<file path="config.mk">
export PLATFORM = sky130hd
export DESIGN_NAME = port_select_and_swing_regs
export DESIGN_NICKNAME = d
export VERILOG_FILES = /design/src/redriver_cfg_pkg.sv /design/src/reg_write_if.sv /design/src/chan_setting.sv /design/src/port_select_and_swing_regs.sv
export SDC_FILE = /design/constraint.sdc
export NUM_CORES = 1
export LEC_CHECK = 0
export ABC_CLOCK_PERIOD_IN_PS = 3130
export BUFFER_PORTS_ARGS = -buffer_cell sky130_fd_sc_hd__buf_2
export CAP_MARGIN = 20
export CORE_MARGIN = 8
export CORE_UTILIZATION = 30
export DETAILED_ROUTE_END_ITERATION = 6
export HOLD_SLACK_MARGIN = 0.03
export PLACE_DENSITY = 0.45
export SLEW_MARGIN = 20
export SYNTH_ARGS = -nofsm -noshare
export SYNTH_HDL_FRONTEND = slang
export SYNTH_SLANG_ARGS = --single-unit
</file>
<file path="constraint.sdc">
create_clock -name ref_clk -period 3.13 [get_ports ref_clk]
set_input_delay 0.4695 -clock ref_clk [delete_from_list [all_inputs] [get_ports ref_clk]]
set_output_delay 0.4695 -clock ref_clk [all_outputs]
set_load 0.01 [all_outputs]
</file>
<file path="src/redriver_cfg_pkg.sv">
// Constants shared by the redriver settings register bank and its channel slices.
// Assumes nothing of its surroundings; compiled before every other file.
package redriver_cfg_pkg;

    // Slave addresses of the two channel banks
    localparam logic [6:0] BANK0_SLAVE_ADDR = 7'h18;
    localparam logic [6:0] BANK1_SLAVE_ADDR = 7'h19;

    // Register offsets within a bank
    localparam logic [7:0] OFF_SEL_OVERRIDE = 8'h0E;
    localparam logic [7:0] OFF_SEL_VALUE    = 8'h0F;
    localparam logic [7:0] OFF_BCAST_GS     = 8'h82;
    localparam logic [7:0] OFF_CH0_GS       = 8'h02;
    localparam logic [7:0] OFF_CH1_GS       = 8'h22;

    // Field positions
    localparam int unsigned SEL_BIT   = 2;
    localparam int unsigned GAIN_BIT  = 2;
    localparam int unsigned SWING_LSB = 0;
    localparam int unsigned SWING_W   = 2;

    // Values after reset
    localparam logic               SEL_RESET   = 1'b0;
    localparam logic               OVR_RESET   = 1'b0;
    localparam logic               GAIN_RESET  = 1'b0;
    localparam logic [SWING_W-1:0] SWING_RESET = 2'h3;

    // Output swing codes
    localparam logic [SWING_W-1:0] SWING_M6P0_DB = 2'h0;
    localparam logic [SWING_W-1:0] SWING_M3P5_DB = 2'h1;
    localparam logic [SWING_W-1:0] SWING_M1P6_DB = 2'h2;
    localparam logic [SWING_W-1:0] SWING_0_DB    = 2'h3;

    // Geometry
    localparam int unsigned NUM_BANKS     = 2;
    localparam int unsigned CH_PER_BANK   = 2;
    localparam int unsigned NUM_CHANNELS  = 4;

    typedef enum logic [3:0] {
        S_IDLE  = 4'h0,
        S_ADDR  = 4'h1,
        S_AACK  = 4'h3,
        S_REG   = 4'h2,
        S_RACK  = 4'h6,
        S_WDATA = 4'h7,
        S_WACK  = 4'h5,
        S_RD    = 4'h4,
        S_RDACK = 4'hC
    } link_state_t;

endpackage

</file>
<file path="src/reg_write_if.sv">
// Register write strobe and read-back path between the serial engine and the settings.
// Assumes a single clock shared by every party on it.
`timescale 1ns/1ps
interface reg_write_if;
    logic       wr_en;
    logic       bank;
    logic [7:0] addr;
    logic [7:0] wdata;
    logic [7:0] rdata;

    modport engine (output wr_en, output bank, output addr, output wdata, input rdata);
    modport sink   (input wr_en, input bank, input addr, input wdata);
endinterface

</file>
<file path="src/chan_setting.sv">
// One channel's DC gain and output swing setting.
// Assumes write strobes from the serial engine on the same clock.
`timescale 1ns/1ps
module chan_setting
    import redriver_cfg_pkg::*;
#(
    parameter logic BANK_IDX = 1'b0,
    parameter logic CH_IDX   = 1'b0
) (
    // Clock and reset
    input  wire logic               ref_clk,
    input  wire logic               reset,
    // Write bus
    reg_write_if.sink               bus,
    // Settings
    output logic                    gain_q,
    output logic [SWING_W-1:0]      swing_q
);

    logic own_offset;
    logic hit;

    assign own_offset = (bus.addr == (CH_IDX ? OFF_CH1_GS : OFF_CH0_GS));
    assign hit = bus.wr_en && (bus.bank == BANK_IDX) && (own_offset || bus.addr == OFF_BCAST_GS);

    always_ff @(posedge ref_clk or posedge reset) begin
        if (reset) begin
            gain_q <= GAIN_RESET;
        end else if (hit) begin
            gain_q <= bus.wdata[GAIN_BIT];
        end
    end

    always_ff @(posedge ref_clk or posedge reset) begin
        if (reset) begin
            swing_q <= SWING_RESET;
        end else if (hit) begin
            swing_q <= bus.wdata[SWING_LSB +: SWING_W];
        end
    end

endmodule

</file>
<file path="src/port_select_and_swing_regs.sv">
// Register bank of a four-channel redriver reached over its two-wire serial port.
// Assumes SCL and SDA come from pins (open drain resolved outside) and a free 100 MHz clock.
`timescale 1ns/1ps
module port_select_and_swing_regs
    import redriver_cfg_pkg::*;
(
    // Clock and reset
    input  wire logic                      ref_clk,
    input  wire logic                      reset,
    // Serial port pins
    input  wire logic                      scl_in,
    input  wire logic                      sda_in,
    output logic                           sda_out,
    output logic                           sda_oe,
    // Port select pin and result per bank
    input  wire logic                      sel_pin,
    output logic [NUM_BANKS-1:0]           port_b_selected,
    // Channel settings
    output logic [NUM_CHANNELS-1:0]        dc_gain_high,
    output logic [NUM_CHANNELS*SWING_W-1:0] output_swing_level
);

    ////////////////////////////////////////////////////////////////////////////////
    // Pin synchronisers

    logic scl_s1_q, scl_s2_q, scl_s3_q;
    logic sda_s1_q, sda_s2_q, sda_s3_q;
    logic sel_s1_q, sel_s2_q;

    always_ff @(posedge ref_clk or posedge reset) begin
        if (reset) begin
            scl_s1_q <= 1'b1;
            scl_s2_q <= 1'b1;
            scl_s3_q <= 1'b1;
            sda_s1_q <= 1'b1;
            sda_s2_q <= 1'b1;
            sda_s3_q <= 1'b1;
            sel_s1_q <= 1'b0;
            sel_s2_q <= 1'b0;
        end else begin
            scl_s1_q <= scl_in;
            scl_s2_q <= scl_s1_q;
            scl_s3_q <= scl_s2_q;
            sda_s1_q <= sda_in;
            sda_s2_q <= sda_s1_q;
            sda_s3_q <= sda_s2_q;
            sel_s1_q <= sel_pin;
            sel_s2_q <= sel_s1_q;
        end
    end

    logic scl_rise, scl_fall, start_cond, stop_cond;

    assign scl_rise   = scl_s2_q & ~scl_s3_q;
    assign scl_fall   = ~scl_s2_q & scl_s3_q;
    assign start_cond = scl_s2_q & scl_s3_q & sda_s3_q & ~sda_s2_q;
    assign stop_cond  = scl_s2_q & scl_s3_q & ~sda_s3_q & sda_s2_q;

    ////////////////////////////////////////////////////////////////////////////////
    // Serial engine

    reg_write_if bus ();
    link_state_t state_q;
    logic [7:0]  shift_q;
    logic [7:0]  tx_q;
    logic [7:0]  ptr_q;
    logic [2:0]  cnt_q;
    logic        full_q;
    logic        rw_q;
    logic        bank_q;
    logic        mack_q;
    logic        wr_en_q;
    logic [7:0]  wdata_q;
    logic        addr_hit;
    logic        addr_bank;
    assign addr_hit  = (shift_q[7:1] == BANK0_SLAVE_ADDR) || (shift_q[7:1] == BANK1_SLAVE_ADDR);
    assign addr_bank = (shift_q[7:1] == BANK1_SLAVE_ADDR);

    // Bit counter and receive shifter, sampled on SCL rising
    always_ff @(posedge ref_clk or posedge reset) begin
        if (reset) begin
            shift_q <= 8'h00;
            cnt_q   <= 3'h0;
            full_q  <= 1'b0;
            mack_q  <= 1'b1;
        end else if (start_cond) begin
            cnt_q  <= 3'h0;
            full_q <= 1'b0;
        end else if (scl_rise) begin
            unique case (state_q)
                S_ADDR, S_REG, S_WDATA, S_RD: begin
                    shift_q <= {shift_q[6:0], sda_s2_q};
                    cnt_q   <= cnt_q + 3'h1;
                    full_q  <= (cnt_q == 3'h7);
                end
                S_RDACK: begin
                    mack_q <= sda_s2_q;
                end
                default: begin
                    full_q <= 1'b0;
                end
            endcase
        end else if (scl_fall && full_q) begin
            full_q <= 1'b0;
        end
    end

    // Protocol state, acknowledge and transmit drive, changed on SCL falling
    always_ff @(posedge ref_clk or posedge reset) begin
        if (reset) begin
            state_q <= S_IDLE;
            sda_oe  <= 1'b0;
            tx_q    <= 8'h00;
            rw_q    <= 1'b0;
            bank_q  <= 1'b0;
            ptr_q   <= 8'h00;
            wr_en_q <= 1'b0;
            wdata_q <= 8'h00;
            sda_out <= 1'b0;
        end else begin
            wr_en_q <= 1'b0;
            sda_out <= 1'b0;
            if (stop_cond) begin
                state_q <= S_IDLE;
                sda_oe  <= 1'b0;
            end else if (start_cond) begin
                state_q <= S_ADDR;
                sda_oe  <= 1'b0;
            end else if (scl_fall) begin
                unique case (state_q)
                    S_IDLE: begin
                        sda_oe <= 1'b0;
                    end
                    S_ADDR: begin
                        if (full_q && addr_hit) begin
                            state_q <= S_AACK;
                            sda_oe  <= 1'b1;
                            rw_q    <= shift_q[0];
                            bank_q  <= addr_bank;
                        end else if (full_q) begin
                            state_q <= S_IDLE;
                        end
                    end
                    S_AACK: begin
                        if (rw_q) begin
                            state_q <= S_RD;
                            tx_q    <= bus.rdata;
                            sda_oe  <= ~bus.rdata[7];
                        end else begin
                            state_q <= S_REG;
                            sda_oe  <= 1'b0;
                        end
                    end
                    S_REG: begin
                        if (full_q) begin
                            state_q <= S_RACK;
                            ptr_q   <= shift_q;
                            sda_oe  <= 1'b1;
                        end
                    end
                    S_RACK: begin
                        state_q <= S_WDATA;
                        sda_oe  <= 1'b0;
                    end
                    S_WDATA: begin
                        if (full_q) begin
                            state_q <= S_WACK;
                            wr_en_q <= 1'b1;
                            wdata_q <= shift_q;
                            sda_oe  <= 1'b1;
                        end
                    end
                    S_WACK: begin
                        state_q <= S_WDATA;
                        ptr_q   <= ptr_q + 8'h01;
                        sda_oe  <= 1'b0;
                    end
                    S_RD: begin
                        if (full_q) begin
                            state_q <= S_RDACK;
                            sda_oe  <= 1'b0;
                        end else begin
                            tx_q   <= {tx_q[6:0], 1'b0};
                            sda_oe <= ~tx_q[6];
                        end
                    end
                    S_RDACK: begin
                        if (!mack_q) begin
                            state_q <= S_RD;
                            ptr_q   <= ptr_q + 8'h01;
                            tx_q    <= bus.rdata;
                            sda_oe  <= ~bus.rdata[7];
                        end else begin
                            state_q <= S_IDLE;
                            sda_oe  <= 1'b0;
                        end
                    end
                endcase
            end
        end
    end

    // Read pointer moves on the host acknowledge so the next byte is ready at the fall
    logic [7:0] rd_ptr;
    assign rd_ptr = (state_q == S_RDACK && !mack_q) ? ptr_q + 8'h01 : ptr_q;
    assign bus.wr_en = wr_en_q;
    assign bus.bank  = bank_q;
    assign bus.addr  = (state_q == S_WACK) ? ptr_q : rd_ptr;
    assign bus.wdata = wdata_q;

    ////////////////////////////////////////////////////////////////////////////////
    // Port select registers, one pair per bank

    logic [NUM_BANKS-1:0] ovr_q;
    logic [NUM_BANKS-1:0] selval_q;
    logic [NUM_BANKS-1:0] sel_eff;
    generate
        for (genvar b = 0; b < NUM_BANKS; b++) begin : g_bank
            always_ff @(posedge ref_clk or posedge reset) begin
                if (reset) begin
                    ovr_q[b] <= OVR_RESET;
                end else if (wr_en_q && bank_q == 1'(b) && ptr_q == OFF_SEL_OVERRIDE) begin
                    ovr_q[b] <= wdata_q[SEL_BIT];
                end
            end

            always_ff @(posedge ref_clk or posedge reset) begin
                if (reset) begin
                    selval_q[b] <= SEL_RESET;
                end else if (wr_en_q && bank_q == 1'(b) && ptr_q == OFF_SEL_VALUE) begin
                    selval_q[b] <= wdata_q[SEL_BIT];
                end
            end

            assign sel_eff[b] = ovr_q[b] ? selval_q[b] : sel_s2_q;

            always_ff @(posedge ref_clk or posedge reset) begin
                if (reset) begin
                    port_b_selected[b] <= SEL_RESET;
                end else begin
                    port_b_selected[b] <= sel_eff[b];
                end
            end
        end
    endgenerate

    ////////////////////////////////////////////////////////////////////////////////
    // Channel gain and swing settings
    generate
        for (genvar c = 0; c < NUM_CHANNELS; c++) begin : g_chan
            chan_setting #(
                .BANK_IDX (1'(c / CH_PER_BANK)),
                .CH_IDX   (1'(c % CH_PER_BANK))
            ) u_chan (
                .ref_clk (ref_clk),
                .reset   (reset),
                .bus     (bus),
                .gain_q  (dc_gain_high[c]),
                .swing_q (output_swing_level[c*SWING_W +: SWING_W])
            );
        end
    endgenerate

    ////////////////////////////////////////////////////////////////////////////////
    // Read-back; reserved bits and unmapped offsets read zero

    logic [1:0] ch_base;
    logic [7:0] gs0, gs1;
    assign ch_base = {bank_q, 1'b0};
    assign gs0 = 8'({dc_gain_high[ch_base], output_swing_level[ch_base*SWING_W +: SWING_W]});
    assign gs1 = 8'({dc_gain_high[ch_base+2'h1], output_swing_level[(ch_base+2'h1)*SWING_W +: SWING_W]});
    always_comb begin
        bus.rdata = 8'h00;
        unique case (bus.addr)
            OFF_SEL_OVERRIDE: bus.rdata = 8'(ovr_q[bank_q]) << SEL_BIT;
            OFF_SEL_VALUE:    bus.rdata = 8'(selval_q[bank_q]) << SEL_BIT;
            OFF_BCAST_GS:     bus.rdata = gs0;
            OFF_CH0_GS:       bus.rdata = gs0;
            OFF_CH1_GS:       bus.rdata = gs1;
            default:          bus.rdata = 8'h00;
        endcase
    end

endmodule

</file>
==> qor.txt, run 1 <==
global-route wire length before repair: 14700 µm
Routed Antenna Nets: 0
Antenna diodes: 0
CP required: 3.34 ns
die area: 16000 µm²
worst path cell trace: ha_1 -> a31oi_1 -> nor4b_2 -> o32ai_4 -> and3_4 -> o21ai_2 -> mux2_1
design area: 4140 µm²
DR DRC count: 0
PwrDens: 508 nW/µm²
H-Tree Depth: 3
Root Buffer: clkbuf_16
GP Congestion: 0.834
Die Y: 126 µm
Hold Buf Count CTS: 0
post-synthesis sequential area ratio: 45.0%
row count: 40
commonest non-fill, non-tap cells in the layout: dfrtp_1, nor2_1, nand2_1
I/O Buffers: 19
Worst path slowest cell: dfrtp_1
max cap viols: 0
Avg WL per Cell: 16.0 µm
Mapped Cells: 373
Slew @ Worst Pin: 0.847 ns
kind of critical path: reg2reg
setup ws final: 0.407 ns
WP data arrival: 2.93 ns
Tightest Hold Check Type: in2async
post-DP HPWL: 6260 µm
DRT Wirelength: 8600 µm
fin crit share: 87.0%
Vias: 2715
peak supply drop: 0.338 mV
pre-CTS WS: 0.389 ns
YS warnings: 0
initial core utilization: 30.5%
Crit Path Max Fanout: 12
core area: 12000 µm²
vias in the first global route: 2816
Post-synth EDFFs: 0
RSZ-0062 raised after global routing: no
leading cell type in the layout, fill and taps excluded: dfrtp_1
CP endpoint kind: flip-flop
syn_nets: 382
# nets final: 395
final worst path period need: 2.72 ns
initial DRC count: 130
final setup violation count: 0
Clock Latency Late Sink: 0.33 ns
clock sink count: 65
Layout Area Growth over Synthesis: 13.4%
status: complete, no violations
Num CTS Buffers: 9
setup TNS: 0 ns
PostCTS Resize Cnt: 0
ys async rst share: 100%
Cell Area, Placed: 3860 µm²
gr usage total: 11.5%
Worst slew margin: 43.6%
initial antenna violation count: 0
largest net degree at the start of global routing: 29
final hold violations: 0
Setup Fix Bufs, Post-CTS: 0
Hold Slack: 0.199 ns
# IOs: 21
GRT overflow: 0
Max Clk Rate: 367 MHz
Lkg Pwr: 0.00172 µW
Final Skew: 0.00504 ns
cell area after synthesis: 3650 µm²
startpoint types: flip-flop
DR pass1 iterations: 4
Syn Area/Cell: 9.79 µm²
CTS max path bufs: 2
Worst-path clk slew: 0.06 ns
#FFs+latches synth: 65
die extent in x: 126 µm
Max Transition Viols Final: 0
Unique masters post-synth: 62
CP max stage delay: 0.55 ns
vias per cell: 5.05
CTS tree: yes
layout cells sized above 1: 26.6%
Synth Flop Type: dfrtp_1
==> routing by layer <==
metal / GRT usage [%] / vias up / share of wire, %
met3: 2.51 / 7 / 2.5
li1: - / 1350 / -
met4: 3.82 / 0 / 1.2
met1: 14.2 / 1327 / 46
met5: 0 / - / 0
met2: 19.3 / 31 / 50
==> stage by stage <==
stage,util [%],power [µW],instances
2_1_floorplan,-,1120,373
3_3_place_gp,32.3,1190,522
3_5_place_dp,32.3,1200,522
4_1_cts,34.6,2150,538
5_1_grt,34.6,2210,538
6_report,34.6,2110,538
==> logic make-up after synthesis <==
family | after synthesis | synth area share [%]
and+or+nand+nor | 135 | 18.7
AOI/OAI and AO/OA | 82 | 15.4
DFF | 65 | 45.0
muxes | 44 | 13.3
buffers and inverters | 38 | 5.21
adders and majority gates | 4 | 1.37
xor gates and xnor gates | 4 | 0.959
other | 1 | 0.103
==> synthesized netlist by cell type, drive strengths merged (5+ instances only) <==
master | count | area (µm²)
nand2b | 7 | 43.8
a21oi | 24 | 124
clkbuf | 12 | 45.0
nor3 | 7 | 40.0
mux2 | 35 | 394
dfrtp | 50 | 1250
inv | 10 | 37.5
dfstp | 15 | 394
buf | 16 | 108
nand3 | 14 | 75.1
a31oi | 5 | 31.3
nor2 | 41 | 154
nor2b | 6 | 37.5
nand2 | 33 | 124
mux2i | 9 | 90.1
o21ai | 25 | 136
==> state kept, by name (all words and copies together), names as in the netlist, 2 cells and up <==
register and cells:
cnt_q 3, ptr_q 8, selval_q 2, tx_q 7, ovr_q 2, g_chan.u_chan.gain_q 4
port_b_selected 2, shift_q 8, g_chan.u_chan.swing_q 8, bus.wdata 3, state_q 4
==> worst paths after layout <==
path | start | to | slack, ns | depth (start not counted)
worst max-delay path | ptr_q[1] | g_chan[1].u_chan.gain_q | 0.41 | 7
worst min-delay path | reset | cnt_q[0] | 0.20 | 2
worst max register to register | ptr_q[1] | g_chan[1].u_chan.gain_q | 0.41 | 7
worst min register to register | sel_s1_q | sel_s2_q | 0.35 | 0
max in group asynchronous | reset | g_chan[2].u_chan.swing_q[0] | 2.17 | 3
min in group ref_clk | sda_in | sda_s1_q | 0.24 | 1
==> worst max-delay path, delay by kind of cell (launching register included) <==
kind                     cells  cell delay (ns)
AO/OA/AOI/OAI                3             0.51
multiplexers                 1             0.34
AND/OR/NAND/NOR              2             0.76
flip-flops                   1             0.55
adder cells (fa/ha/maj)      1             0.45
==> where the power goes <==
group	switching [µW]	internal, µW
logic	89.1	91.6
registers	79.3	917
clock network	387	540
total	556	1550
==> cell type report <==
class | instances | area, µm²
clock buffers | 9 | 225
clock inverters | 7 | 53.8
fillers | 1216 | 7820
inverters | 10 | 37.5
multi-input cells | 270 | 1820
flip-flops and latches | 65 | 1650
well taps | 147 | 184
repair buffers | 30 | 178
Power figures use the tool's default switching activity.
==> run 2: changes to the inputs <==
--- a/config.mk
+++ b/config.mk
@@ -12,2 +12,3 @@
 export CORE_UTILIZATION = 30
+export CTS_CLUSTER_SIZE = 16
 export DETAILED_ROUTE_END_ITERATION = 6
==> constraint.sdc (replaced) <==
create_clock -name ref_clk -period 3.13 [get_ports ref_clk]
set_input_delay 0.626 -clock ref_clk [delete_from_list [all_inputs] [get_ports ref_clk]]
set_output_delay 0.626 -clock ref_clk [all_outputs]
set_load 0.01 [all_outputs]
==> run 2 against run 1 <==
Effect of this change:
- combinational power shrank 2%
- total power grew 0.12%
- worst hold slack gained 0.15 ns
- count of clock-buffer cells in the layout is the same
- cell area is the same
- die area is the same
- largest power group unchanged
==> qor.txt, run 2 (synthesis gave the netlist of run 1 again) <==
r2r startpoint: ptr_q[1] (unchanged)
setup TNS: 0 ns (unchanged)
DRT Wirelength: 8640 µm (was 8600 µm)
Routed Antenna Nets: 0 (unchanged)
Setup Fix Bufs, Post-CTS: 0 (unchanged)
layout cells sized above 1: 26.6% (unchanged)
Final Skew: 0.00821 ns (was 0.00504 ns)
Worst path slowest cell: dfrtp_1 (unchanged)
DR DRC count: 0 (unchanged)
largest registers: g_chan.u_chan.swing_q x8, ptr_q x8, shift_q x8 (unchanged)
post-DP HPWL: 6220 µm (was 6260 µm)
Max Transition Viols Final: 0 (unchanged)
largest net degree at the start of global routing: 32 (was 29)
Reg2Reg Depth: 7 (unchanged)
Power Total: 2110 µW (about the same)
status: complete, no violations (unchanged)
initial core utilization: 30.5% (unchanged)
initial antenna violation count: 0 (unchanged)
vias per cell: 5.10 (was 5.05)
final worst path period need: 2.73 ns (was 2.72 ns)
commonest non-fill, non-tap cells in the layout: dfrtp_1, nor2_1, nand2_1 (unchanged)
# IOs: 21 (unchanged)
Num CTS Buffers: 9 (unchanged)
PwrDens: 509 nW/µm² (was 508 nW/µm²)
peak supply drop: 0.320 mV (was 0.338 mV)
Vias: 2742 (was 2715)
Crit Path Max Fanout: 12 (unchanged)
clock sink count: 65 (unchanged)
global-route wire length before repair: 14300 µm (was 14700 µm)
Worst R2R End: g_chan[1].u_chan.gain_q (unchanged)
DR pass1 iterations: 4 (unchanged)
CTS max path bufs: 2 (unchanged)
I/O Buffers: 19 (unchanged)
crit path capture: g_chan[1].u_chan.gain_q (unchanged)
Die Y: 126 µm (unchanged)
max cap viols: 0 (unchanged)
worst path cell trace: ha_1 -> a31oi_1 -> nor4b_2 -> o32ai_4 -> and3_4 -> o21ai_2 -> mux2_1 (unchanged)
Lkg Pwr: 0.00172 µW (unchanged)
row count: 40 (unchanged)
Slew @ Worst Pin: 0.830 ns (was 0.847 ns)
core area: 12000 µm² (unchanged)
Top delay family on crit path: simple AND/OR/NAND/NOR gates (unchanged)
kind of critical path: reg2reg (unchanged)
final hold violations: 0 (unchanged)
Avg WL per Cell: 16.1 µm (was 16.0 µm)
fin crit share: 87.1% (was 87.0%)
final setup violation count: 0 (unchanged)
PostCTS Resize Cnt: 0 (unchanged)
leading cell type in the layout, fill and taps excluded: dfrtp_1 (unchanged)
Layout Area Growth over Synthesis: 13.4% (unchanged)
initial DRC count: 120 (was 130)
die area: 16000 µm² (unchanged)
CP max stage delay: 0.55 ns (about the same)
CP Launch Point: ptr_q[1] (unchanged)
GP Congestion: 0.846 (was 0.834)
Root Buffer: clkbuf_16 (unchanged)
WP data arrival: 2.94 ns (was 2.93 ns)
Bufs and invs on worst path: 0 (unchanged)
# nets final: 395 (unchanged)
R2R setup slack: 0.40 ns (was 0.41 ns)
Tightest Hold Check Type: reg2reg (was in2async)
Worst-path clk slew: 0.06 ns (about the same)
GRT overflow: 0 (unchanged)
CP endpoint kind: flip-flop (unchanged)
H-Tree Depth: 3 (unchanged)
critical path depth in cells: 7 (unchanged)
CP required: 3.34 ns (about the same)
Worst slew margin: 44.6% (was 43.6%)
RSZ-0062 raised after global routing: no (unchanged)
Antenna diodes: 0 (unchanged)
Max Clk Rate: 367 MHz (about the same)
Clock Latency Late Sink: 0.33 ns (about the same)
CTS tree: yes (unchanged)
vias in the first global route: 2735 (was 2816)
gr usage total: 11.2% (was 11.5%)
startpoint types: flip-flop (unchanged)
Hold Buf Count CTS: 0 (unchanged)
die extent in x: 126 µm (unchanged)
[run 2: worst min path at each step]
stage | start | to | slack (ns) | cells past startpoint
floorplan | sel_s1_q | sel_s2_q | 0.33 | 0
finish | sel_s1_q | sel_s2_q | 0.35 | 0
detailed placement | sel_s1_q | sel_s2_q | 0.34 | 0
CTS | sel_s1_q | sel_s2_q | 0.35 | 0
global route | sda_s1_q | sda_s2_q | 0.36 | 0
global placement | sel_s1_q | sel_s2_q | 0.33 | 0
[run 2: metrics by stage]
stage	instance area, µm²	setup slack [ns]	cells	utilization, %	hold WS, ns
finish	4140	0.404	538	34.6	0.346
global placement	3860	0.500	522	32.3	0.333
detailed placement	3860	0.404	522	32.3	0.336
floorplan	3650	0.848	373	-	0.331
global route	4140	0.173	538	34.6	0.358
CTS	4140	0.405	538	34.6	0.350
[run 2: power by group]
part           leakage [µW]  internal [µW]  switching (µW)  total [µW]
Combinational      0.000774           91.0            86.5         177
Clock              0.000128            541             391         932
Sequential         0.000822            917            81.2         998
[run 2: worst reg2reg max path: cells and delay by family, from the launching register on]
family	cells	cell delay [ns]
AOI/OAI and AO/OA	3	0.52
DFF	1	0.55
and+or+nand+nor	2	0.74
muxes	1	0.34
adders and majority gates	1	0.47
[run 2: cell type report]
cell class | count | area [µm²]
repair buffers | 30 | 178
well taps | 147 | 184
fillers | 1220 | 7820
inverters | 10 | 37.5
multi-input cells | 270 | 1820
clock inverters | 7 | 53.8
flip-flops and latches | 65 | 1650
clock buffers | 9 | 225
[run 2: per-layer routing]
layer	routed length (µm)	vias to the layer above	global-route usage [%]
met5	0	-	0
met4	159	0	4.67
met3	237	13	2.51
met2	4120	39	17.9
met1	4130	1344	14.2
li1	-	1346	-
